## src/common/baud_pkg.sv

```systemverilog
// constants for the serial channel noise filter and baud rate generator
package baud_pkg;
  // register indexes; the byte address is four times the index
  localparam logic [31:0] CTL_IDX  = 32'hfffffa00;
  localparam logic [31:0] SEL_IDX  = 32'h0ffffa01;
  localparam logic [31:0] DIV_IDX  = 32'hfffffa02;
  localparam logic [31:0] STAT_IDX = 32'hfffffa03;
  // reset values
  localparam logic [3:0]  SEL_RESET = 4'h0;
  localparam logic [7:0]  DIV_RESET = 8'hff;
  localparam logic [2:0]  CTL_RESET = 3'h0;
  // control register field positions on the data bus
  localparam int CTL_POWER_BIT = 7;
  localparam int CTL_TXE_BIT   = 6;
  localparam int CTL_RXE_BIT   = 5;
  localparam int CTL_ARM_BIT   = 0;
  // status register field positions
  localparam int STAT_ERR_BIT   = 0;
  localparam int STAT_DONE_BIT  = 1;
  localparam int STAT_LEVEL_BIT = 2;
  localparam int STAT_BREAK_BIT = 3;
  // base clock selection codes
  localparam logic [3:0]  SEL_MAX_DIV = 4'ha;
  localparam logic [3:0]  SEL_EXT     = 4'hb;
  localparam int          PRESC_W     = 10;
  // break shorter than or equal to 10.5 bit times, in half-bit ticks
  localparam logic [7:0]  SBF_SHORT_TICKS = 8'h15;
  // extra base clock cycles at a back-to-back start bit
  localparam logic [1:0]  B2B_HOLD = 2'h2;
  localparam logic [7:0]  COUNT_START = 8'h01;
endpackage

```

## src/rtl/baud_divider.sv

```systemverilog
// one 8-bit programmable divider: serial tick and bit-rate tick
`timescale 1ns/1ns
`default_nettype none
module baud_divider
  import baud_pkg::*;
#(
  parameter int W = 8
) (
  // clock and reset
  input  wire logic         mclk,
  input  wire logic         rst,
  // control
  input  wire logic         base_en,
  input  wire logic         run,
  input  wire logic         restart,
  input  wire logic [1:0]   restart_hold,
  input  wire logic         first_half,
  input  wire logic [W-1:0] k,
  // ticks
  output logic              tick,
  output logic              bit_tick
);
  logic [W-1:0] count_reg;
  logic [1:0]   hold_reg;
  logic         half_reg;

  // count base clocks 1..k, reload at k; every second tick is a bit tick
  always_ff @(posedge mclk) begin
    if (rst || !run) begin
      count_reg <= W'(COUNT_START);
      hold_reg  <= 2'h0;
      half_reg  <= 1'b0;
      tick      <= 1'b0;
      bit_tick  <= 1'b0;
    end else begin
      tick     <= 1'b0;
      bit_tick <= 1'b0;
      if (restart) begin
        count_reg <= W'(COUNT_START);
        hold_reg  <= restart_hold;
        half_reg  <= first_half;
      end else if (base_en) begin
        if (hold_reg != 2'h0) begin
          hold_reg <= hold_reg - 2'h1;
        end else if (count_reg >= k) begin
          count_reg <= W'(COUNT_START);
          tick      <= 1'b1;
          half_reg  <= ~half_reg;
          bit_tick  <= half_reg;
        end else begin
          count_reg <= count_reg + W'(1);
        end
      end
    end
  end
endmodule // baud_divider
`default_nettype wire

```

## src/rtl/uart_rx_filter_baud_generator.sv

```systemverilog
// serial channel receive noise filter and baud rate generator
// What this block does
// - sample receive pin each base clock through registers
// - filter output follows two agreeing samples only
// - pulses of one base clock are dropped
// - filtered data lags pin by two main clocks plus three base clocks
// - separate 8-bit transmit and receive counters
// - base clock reaches counters only when powered
// - select codes 0-10 divide by 2^m, 11 external on channel 0 only (no clock on other channels)
// - serial clock is base clock over k
// - bit clock is serial clock halved
// - base clock select resets zero, upper bits zero
// - divisor register resets to 255
// - both clock registers read and write bytewise
// - break ending within 10.5 bits is error
// - receive counter restarts on start bit
// - back-to-back start gets two extra base clocks
//
// Local design decision: the Avalon-MM slave port.
`timescale 1ns/1ns
`default_nettype none
module uart_rx_filter_baud_generator #(
  parameter int CHANNEL = 0
) (
  // clock and reset
  input  wire logic        mclk,
  input  wire logic        rst,
  // avalon-mm slave
  input  wire logic [31:0] address,
  input  wire logic        read,
  input  wire logic        write,
  input  wire logic [31:0] writedata,
  input  wire logic [3:0]  byteenable,
  output logic [31:0]      readdata,
  output logic             waitrequest,
  // pins
  input  wire logic        serial_rx_pin,
  input  wire logic        ext_baud_clock_pin,
  // transmitter and receiver hooks
  input  wire logic        tx_start,
  input  wire logic        tx_back_to_back,
  input  wire logic        rx_hunt,
  // timing outputs
  output logic             rx_data,
  output logic             tx_baud_tick,
  output logic             rx_baud_tick,
  output logic             rx_serial_tick
);
  import baud_pkg::*;

  logic [3:0]         base_clock_select_reg;
  logic [7:0]         baud_divisor_reg;
  logic [2:0]         channel_control_reg;
  logic [PRESC_W-1:0] presc_reg;
  logic               rx_s1, rx_s2, ext_s1, ext_s2, ext_s3;
  logic               filt_a_reg, filt_b_reg, rx_prev_reg;
  logic               sbf_armed_reg, in_break_reg;
  logic               sbf_err_reg, sbf_done_reg;
  logic [7:0]         low_ticks_reg;
  logic               base_en, channel_power_on, tx_enable_bit;
  logic               rx_enable_bit, rx_fall, rx_rise, bus_do, wr_do;
  logic               tx_serial_tick;

  assign channel_power_on = channel_control_reg[2];
  assign tx_enable_bit    = channel_control_reg[1];
  assign rx_enable_bit    = channel_control_reg[0];

  // strobe once per 2^m main clocks, or on an external clock edge when CHANNEL is 0
  function automatic logic base_strobe(input logic [3:0] code,
                                       input logic [PRESC_W-1:0] p,
                                       input logic ext_edge);
    logic [PRESC_W-1:0] mask;
    mask = PRESC_W'((11'h1 << code) - 11'h1);
    if (code <= SEL_MAX_DIV) begin
      base_strobe = ((p & mask) == mask);
    end else if (code == SEL_EXT) begin
      base_strobe = ext_edge && (CHANNEL == 0);
    end else begin
      base_strobe = 1'b0; // prohibited codes give no clock
    end
  endfunction

  // free-running binary prescaler
  always_ff @(posedge mclk) begin
    if (rst) begin
      presc_reg <= '0;
    end else begin
      presc_reg <= presc_reg + PRESC_W'(1);
    end
  end

  // pins come from outside the clock domain: two flops first
  always_ff @(posedge mclk) begin
    if (rst) begin
      rx_s1  <= 1'b1;
      rx_s2  <= 1'b1;
      ext_s1 <= 1'b0;
      ext_s2 <= 1'b0;
      ext_s3 <= 1'b0;
    end else begin
      rx_s1  <= serial_rx_pin;
      rx_s2  <= rx_s1;
      ext_s1 <= ext_baud_clock_pin;
      ext_s2 <= ext_s1;
      ext_s3 <= ext_s2;
    end
  end

  // base clock is gated by channel power
  assign base_en = channel_power_on &&
                   base_strobe(base_clock_select_reg, presc_reg,
                               ext_s2 && !ext_s3);

  // noise filter: two sample stages and a match detector
  always_ff @(posedge mclk) begin
    if (rst) begin
      filt_a_reg <= 1'b1;
      filt_b_reg <= 1'b1;
      rx_data    <= 1'b1;
    end else if (base_en) begin
      filt_a_reg <= rx_s2;
      filt_b_reg <= filt_a_reg;
      if (filt_a_reg == filt_b_reg) begin
        rx_data <= filt_b_reg;
      end
    end
  end

  // edge detector on the filtered line, not on the raw pin
  always_ff @(posedge mclk) begin
    if (rst) begin
      rx_prev_reg <= 1'b1;
    end else begin
      rx_prev_reg <= rx_data;
    end
  end
  assign rx_fall = rx_prev_reg && !rx_data;
  assign rx_rise = !rx_prev_reg && rx_data;

  // transmit counter: first bit tick lands one bit after the start
  baud_divider #(.W(8)) u_tx_div (
    .mclk         (mclk),
    .rst          (rst),
    .base_en      (base_en),
    .run          (tx_enable_bit),
    .restart      (tx_start),
    .restart_hold (tx_back_to_back ? B2B_HOLD : 2'h0),
    .first_half   (1'b0),
    .k            (baud_divisor_reg),
    .tick         (tx_serial_tick),
    .bit_tick     (tx_baud_tick)
  );

  // receive counter: first bit tick lands mid start bit
  baud_divider #(.W(8)) u_rx_div (
    .mclk         (mclk),
    .rst          (rst),
    .base_en      (base_en),
    .run          (rx_enable_bit),
    .restart      (rx_fall && (rx_hunt || sbf_armed_reg)),
    .restart_hold (2'h0),
    .first_half   (1'b1),
    .k            (baud_divisor_reg),
    .tick         (rx_serial_tick),
    .bit_tick     (rx_baud_tick)
  );

  // break width measured in half-bit ticks while armed
  always_ff @(posedge mclk) begin
    if (rst) begin
      in_break_reg  <= 1'b0;
      low_ticks_reg <= '0;
    end else if (!sbf_armed_reg || !rx_enable_bit) begin
      in_break_reg  <= 1'b0;
      low_ticks_reg <= '0;
    end else if (rx_fall) begin
      in_break_reg  <= 1'b1;
      low_ticks_reg <= '0;
    end else if (rx_rise) begin
      in_break_reg  <= 1'b0;
    end else if (in_break_reg && rx_serial_tick &&
                 low_ticks_reg != 8'hff) begin
      low_ticks_reg <= low_ticks_reg + 8'h1; // saturate, never wrap
    end
  end

  // break outcome flags; a set in the clearing cycle wins
  always_ff @(posedge mclk) begin
    if (rst) begin
      sbf_err_reg  <= 1'b0;
      sbf_done_reg <= 1'b0;
    end else begin
      if (in_break_reg && rx_rise && low_ticks_reg <= SBF_SHORT_TICKS) begin
        sbf_err_reg <= 1'b1;
      end else if (wr_do && address == STAT_IDX &&
                   writedata[STAT_ERR_BIT]) begin
        sbf_err_reg <= 1'b0;
      end
      if (in_break_reg && rx_rise && low_ticks_reg > SBF_SHORT_TICKS) begin
        sbf_done_reg <= 1'b1;
      end else if (wr_do && address == STAT_IDX &&
                   writedata[STAT_DONE_BIT]) begin
        sbf_done_reg <= 1'b0;
      end
    end
  end

  // break reception arm: set by software, cleared by a good break
  always_ff @(posedge mclk) begin
    if (rst) begin
      sbf_armed_reg <= 1'b0;
    end else if (in_break_reg && rx_rise &&
                 low_ticks_reg > SBF_SHORT_TICKS) begin
      sbf_armed_reg <= 1'b0; // a short break leaves it armed
    end else if (wr_do && address == CTL_IDX &&
                 writedata[CTL_ARM_BIT]) begin
      sbf_armed_reg <= 1'b1;
    end
  end

  // bus handshake: one wait cycle, then the access completes
  assign bus_do = (read || write) && !waitrequest;
  assign wr_do  = write && !waitrequest && byteenable[0];
  always_ff @(posedge mclk) begin
    if (rst) begin
      waitrequest <= 1'b1;
    end else begin
      waitrequest <= !((read || write) && waitrequest) || bus_do;
    end
  end

  // register writes; only the low byte lane carries data
  always_ff @(posedge mclk) begin
    if (rst) begin
      base_clock_select_reg <= SEL_RESET;
      baud_divisor_reg      <= DIV_RESET;
      channel_control_reg   <= CTL_RESET;
    end else if (wr_do) begin
      if (address == SEL_IDX) begin
        base_clock_select_reg <= writedata[3:0];
      end
      if (address == DIV_IDX) begin
        baud_divisor_reg <= writedata[7:0];
      end
      if (address == CTL_IDX) begin
        channel_control_reg <= {writedata[CTL_POWER_BIT],
                                writedata[CTL_TXE_BIT],
                                writedata[CTL_RXE_BIT]};
      end
    end
  end

  // read data captured in the wait cycle; unmapped reads zero
  always_ff @(posedge mclk) begin
    if (rst) begin
      readdata <= '0;
    end else if (read && waitrequest) begin
      unique case (address)
        SEL_IDX:  readdata <= {28'h0, base_clock_select_reg};
        DIV_IDX:  readdata <= {24'h0, baud_divisor_reg};
        CTL_IDX:  readdata <= {24'h0, channel_control_reg, 4'h0,
                               sbf_armed_reg};
        STAT_IDX: readdata <= {28'h0, in_break_reg, rx_data,
                               sbf_done_reg, sbf_err_reg};
        default:  readdata <= '0;
      endcase
    end
  end

  // checker helpers: base clocks and serial ticks between ticks
  logic [8:0] gap_reg;
  logic       gap_ok_reg, odd_tick_reg;
  always_ff @(posedge mclk) begin
    if (rst || !tx_enable_bit || tx_start || wr_do) begin
      gap_reg      <= '0;
      gap_ok_reg   <= 1'b0;
      odd_tick_reg <= 1'b0;
    end else if (tx_serial_tick) begin
      gap_reg      <= {8'h0, base_en};
      gap_ok_reg   <= 1'b1;
      odd_tick_reg <= !tx_baud_tick;
    end else begin
      gap_reg <= gap_reg + {8'h0, base_en};
    end
  end
endmodule // uart_rx_filter_baud_generator
`default_nettype wire

```

## config.mk

```make
export PLATFORM = sky130hd
export DESIGN_NAME = uart_rx_filter_baud_generator
export DESIGN_NICKNAME = d
export VERILOG_FILES = /design/src/common/baud_pkg.sv /design/src/rtl/baud_divider.sv /design/src/rtl/uart_rx_filter_baud_generator.sv
export SDC_FILE = /design/constraint.sdc
export NUM_CORES = 1
export LEC_CHECK = 0
export ABC_AREA = 1
export BUFFER_PORTS_ARGS = -buffer_cell sky130_fd_sc_hd__buf_2
export CAP_MARGIN = 20
export CORE_UTILIZATION = 48
export CTS_CLUSTER_SIZE = 16
export DETAILED_ROUTE_END_ITERATION = 8
export PLACE_DENSITY = 0.86
export SYNTH_ARGS = -nofsm -noshare
export SYNTH_HDL_FRONTEND = slang
export SYNTH_SLANG_ARGS = --single-unit
```

## constraint.sdc

```tcl
create_clock -name mclk -period 1.95 [get_ports mclk]
set_input_delay 0.0975 -clock mclk [delete_from_list [all_inputs] [get_ports mclk]]
set_output_delay 0.0975 -clock mclk [all_outputs]
set_load 0.01 [all_outputs]
```

==> results of run 1 <==
## layer usage
metal / vias to the layer above / track usage (%)
met1: 2044 / 27.04
met3: 17 / 3.865
met5: - / 0
li1: 2252 / -
met2: 142 / 41.85
met4: 0 / 10.07
## timing repair
item	CTS	global route
hold endpoints to repair	8	0
setup buffers	3	0
setup endpoints to repair	26	31
pin swaps	21	9
gates cloned	1	0
hold buffers	9	0
gates resized for setup	14	18
## worst paths after layout
path	startpoint	end	slack, ps	cells after the start
max	base_clock_select_reg[1]	u_tx_div.hold_reg[1]	-130	17
min	writedata[7]	baud_divisor_reg[7]	3	3
max reg2reg	base_clock_select_reg[1]	u_tx_div.hold_reg[1]	-130	17
min reg2reg	ext_s1	ext_s2	410	2
## placed cells by master, fill, tap and decap left out, types with 7 or more instances in the layout
master	n
nand2_1	128
dfxtp_1	76
nor2_1	73
inv_1	71
buf_2	62
a21oi_1	47
nand3_1	38
buf_4	29
ha_1	26
o21ai_0	24
conb_1	24
nand4_1	21
xor2_1	9
clkbuf_8	9
dlygate4sd3_1	9
o211ai_1	8
nor3_1	7
## worst register-to-register path: cells and delay by family (launching register included)
kind / cells / cell delay, ps
adders and majority gates: 1 / 270
buffers and inverters: 1 / 130
DFF: 1 / 370
and+or+nand+nor: 15 / 1200
## area by class of cell
cell class,instances,area (um2)
fill,812,3695
multi-input combinational,471,2631
sequential,80,1612
timing repair buffer,100,618.1
inverter,77,294.0
tap,111,138.9
clock buffer,9,123.9
clock inverter,7,83.83
## metrics by stage
step / util (%) / hold WS (ps) / setup slack (ps) / cells
global route: 59.82 / 1.087 / -345.3 / 855
detailed placement: 54.97 / 286.3 / -196.5 / 826
finish: 59.82 / 2.557 / -126.1 / 855
floorplan: - / 201.3 / -56.36 / 660
CTS: 58.99 / 4.515 / -166.5 / 855
global placement: 54.97 / 287.1 / -84.78 / 826
## power groups by stage
stage	clock, mW	sequential (mW)	combinational [mW]
3_3_place_gp	0	1.69	0.141
6_report	1.30	1.65	0.160
3_5_place_dp	0	1.69	0.143
2_1_floorplan	0	1.69	0.104
5_1_grt	1.39	1.65	0.179
4_1_cts	1.31	1.65	0.158
## kinds of logic (layout without fill, tap and decap cells)
group | Yosys count | after routing | synth area share, %
flip-flops | 80 | 80 | 35.38
buffers and inverters | 110 | 193 | 11.33
AND/OR/NAND/NOR | 304 | 305 | 30.93
XOR/XNOR | 12 | 12 | 2.322
AO/OA/AOI/OAI | 103 | 103 | 12.49
other | 1 | 24 | 0.08284
adder cells (fa/ha/maj) | 27 | 27 | 7.463
==> impl_metrics.tcl, run 1 <==
set metrics [dict create \
    fin_ws_ps -126.1 \
    grtUsageTotal_pct 23.16 \
    finalMaxSlewViolations 0 \
    clk_latency_ps 370 \
    firstDrtPassIters 5 \
    yosysUniqueCellTypes 42 \
    total_power_mw 3.108 \
    path_delay_family "simple AND/OR/NAND/NOR gates" \
    leakagePower_nw 2.482 \
    diodes 0 \
    ys_seq_area_share_pct 35.38 \
    path_buf_inv 1 \
    antenna_left 0 \
    period_share_pct 106.5 \
    slowest_stage "dfxtp_4" \
    wl_met3_um 610 \
    wl_per_cell_um 12.92 \
    path_max_fanout 4 \
    cap_violations 0 \
    start_util_pct 49.22 \
    cts_tree "yes" \
    switching_share_pct 25.25 \
    synth_common_cells "nand2_1 (132), dfxtp_1 (80), nor2_1 (75), inv_1 (71), a21oi_1 (53)" \
    hpwl_um 8144 \
    skew_ps 16.61 \
    drc 0 \
    final-hold-violation-count 0 \
    grt_pass1_wl_um 18200 \
    die_w_um 99.11 \
    pwr-share-seq_pct 53.1 \
    yosys.area.top_type_share_pct 35.38 \
    clockBufferDepth 2 \
    drive_above_1_share_pct 21.10 \
    gr-total-overflow 0 \
    yosys_most_used_dff "dfxtp_1" \
    cts.sinks 80 \
    cpPeakStageDelay_ps 370 \
    synth_area_leaders "dfxtp_1 (35%), nand2_1 (11%), ha_1 (7.5%), nor2_1 (6.2%), inv_1 (5.9%)" \
    path_cells "nor2_4, nand3_2, ha_4, nor2_2, nor2_1, nand3_1, nor2_1, nand2_1, nor2_1, nand3_1, nand2_4, buf_4, nand3_2, nand2_2, nand2_1, nand2_1, nor2_1" \
    violations "setup timing" \
    ys.warnings.count 0 \
    ir_drop_uv 277.3 \
    synth_cells 637 \
    dieArea_um2 9823 \
    finalWirelength_um 11040 \
    synth_area_um2 4527 \
    rsz0062_at_grt "yes" \
    crit_required_ps 2220 \
    drt-met1-wl_um 4657 \
    hp-class "in2reg" \
    antenna_found_initial 0 \
    combPwrFrac_pct 5.1 \
    num_rows 35 \
    cell_internal_pwr_mw 2.323 \
    highest_layer "met4" \
    drt_iter0_markers 225 \
    post-route-cell-area_um2 5502 \
    clkTransAtPathRegs_ps 80 \
    dpl-instance-area_um2 5055 \
    io_buffers 62 \
    cts-root-buf "clkbuf_8" \
    vias 4455 \
    powerDensity_nw_per_um2 564.9 \
    setup_viol 26 \
    p_switching_uw 784.7 \
    setup_tns_ps -2106 \
    yosysMostFrequentCell "nand2_1" \
    wl_met2_um 5561 \
    min_period_ps 2076 \
    htreeDepth 3 \
    cts_made_buffers 9 \
    fin_nets 843 \
    boundaryPins 114 \
    critical_path_class "reg2reg" \
    start_kind "register" \
    outcome "complete, but fails checks" \
    endpoint_kind "register" \
    synth_async_sr_flop_share_pct 0 \
    coreArea_um2 9196 \
    synth_area_per_cell_um2 7.107 \
    vias_per_cell 5.211 \
    die-height_um 99.11 \
    synth_edf_count 0 \
    grt_max_degree 23 \
    clock.fmax_mhz 481.7 \
    gp_congestion 0.9611 \
    clkPwrFrac_pct 41.8 \
    largest_reg_flops 10 \
    yosys.area.top_type "dfxtp_1" \
    area_delta_synth_final_pct 21.53 \
    cpMostUsedCell "nor2_1" \
    grt_pass1_vias 4183 \
    critPathArrivalTime_ps 2340 \
    synth_seq_cells 80 \
]
Power figures use the tool's default switching activity.
==> inputs of run 2 (changes only) <==
--- a/config.mk
+++ b/config.mk
@@ -8,10 +8,10 @@
 export ABC_AREA = 1
 export BUFFER_PORTS_ARGS = -buffer_cell sky130_fd_sc_hd__buf_2
 export CAP_MARGIN = 20
-export CORE_UTILIZATION = 48
+export CORE_UTILIZATION = 44
 export CTS_CLUSTER_SIZE = 16
 export DETAILED_ROUTE_END_ITERATION = 8
-export PLACE_DENSITY = 0.86
+export PLACE_DENSITY = 0.81
 export SYNTH_ARGS = -nofsm -noshare
 export SYNTH_HDL_FRONTEND = slang
 export SYNTH_SLANG_ARGS = --single-unit
==> impl_metrics.tcl, run 2 (same netlist as run 1, synthesis figures left out) <==
set metrics [dict create \
    largest_reg_flops 10 \
    critPathArrivalTime_ps 2430 \
    hold_start "writedata[3]" \
    die-height_um 103.4 \
    rsz0062_at_grt "yes" \
    fillers 930 \
    slowest_stage "dfxtp_4" \
    clockBufferDepth 2 \
    setup_tns_ps -3032 \
    outcome "complete, but fails checks" \
    path_max_fanout 7 \
    crit_required_ps 2240 \
    period_share_pct 109.6 \
    hold_ws_ps 17.53 \
    finalMaxSlewViolations 0 \
    boundaryPins 114 \
    io_buffers 62 \
    cts.sinks 80 \
    regToRegStartpoint "base_clock_select_reg[1]" \
    drt_iter0_markers 271 \
    fin_nets 848 \
    hpwl_um 7994 \
    total_power_mw 3.129 \
    violations "setup timing" \
    cts_made_buffers 9 \
    dieArea_um2 10700 \
    gr-total-overflow 0 \
    finalWirelength_um 11170 \
    skew_ps 12.54 \
    setup_viol 27 \
    vias_per_cell 5.076 \
    gp_congestion 0.9067 \
    grt_pass1_wl_um 17480 \
    drc 0 \
    cts_tree "yes" \
    area_delta_synth_final_pct 22.25 \
    dpl-instance-area_um2 5090 \
    cp-startpoint "base_clock_select_reg[1]" \
    cap_violations 0 \
    firstDrtPassIters 6 \
    coreArea_um2 9864 \
    htreeDepth 3 \
    endpoint_kind "register" \
    clock.fmax_mhz 467.7 \
    cpPeakStageDelay_ps 390 \
    start_util_pct 45.89 \
    layout_common_cells "nand2_1 (128), dfxtp_1 (76), nor2_1 (74)" \
    final-hold-violation-count 0 \
    antenna_left 0 \
    critical_path_class "reg2reg" \
    vias 4477 \
    hp-class "in2reg" \
    grtUsageTotal_pct 21.24 \
    cts-root-buf "clkbuf_8" \
    num_rows 36 \
    pre_cts_ws_ps -164.5 \
    antenna_found_initial 0 \
    grt_pass1_vias 3892 \
    leakagePower_nw 2.472 \
    wl_per_cell_um 12.66 \
    ir_drop_uv 363.5 \
    final_common_cell "nand2_1" \
    drive_above_1_share_pct 20.83 \
    clk_latency_ps 360 \
    grt_max_degree 25 \
    min_period_ps 2138 \
    post-route-cell-area_um2 5534 \
    r2r_slack_ps -190 \
    diodes 0 \
    cpMostUsedCell "buf_4" \
    powerDensity_nw_per_um2 565.5 \
    path_cells "nor2_4, buf_4, buf_4, buf_4, nor2_2, nand2_1, a21o_1, nand3_1, nand3_1, nand2_4, nand2_8, nor2_8, nand2_1, a21oi_2" \
    fin_ws_ps -188.2 \
    die_w_um 103.4 \
    clkTransAtPathRegs_ps 100 \
    start_kind "register" \
]
## run 2: worst paths after layout
| kind | endpoint | cells past startpoint |
|---|---|---|
| max reg2reg | u_tx_div.count_reg[1] | 14 |
| min reg2reg | ext_s2 | 2 |
| min | baud_divisor_reg[3] | 3 |
| max | u_tx_div.count_reg[1] | 14 |
## run 2: per-layer routing
layer / GRT usage [%] / vias up / routed length [um]
met2: 38.10 / 170 / 5470
met3: 5.108 / 23 / 686
met4: 7.367 / 0 / 267
met5: 0 / - / 0
li1: - / 2270 / -
met1: 24.61 / 2014 / 4745
## run 2: worst max-delay path: cells and delay by family (launching register included)
kind | cells | cell delay [ps]
compound gates | 2 | 310
buf+inv | 3 | 400
flops | 1 | 390
simple gates | 9 | 950
## run 2: power by group
group / switching [mW] / internal, mW / leakage [nW] / total (mW)
Clock: 0.696 / 0.621 / 0.104 / 1.32
Combinational: 0.0940 / 0.0701 / 1.72 / 0.164
Sequential: 0.00802 / 1.64 / 0.649 / 1.65
## run 2: area by class of cell
cell class	instances	area, um2	share of cell area [%]
well taps	133	166.4	3.007
flip-flops and latches	80	1612	29.12
inverters	77	294.0	5.313
multi-input cells	471	2590	46.80
repair buffers	105	661.9	11.96
clock inverters	7	86.33	1.560
clock buffers	9	123.9	2.238
## run 2: metrics by stage
stage               instances  util [%]
finish                    882     56.10
global route              882     56.10
CTS                       880     55.52
detailed placement        849     51.60
global placement          849     51.60
floorplan                 660         -
## run 2: what timing repair did
item,4_1_cts,5_1_grt
cloned,0,1
hold buffers,10,0
endpoints found under the setup margin,27,30
resized for setup,11,13
pin swaps,7,19
endpoints found under the hold margin,9,0
buffers inserted,5,1
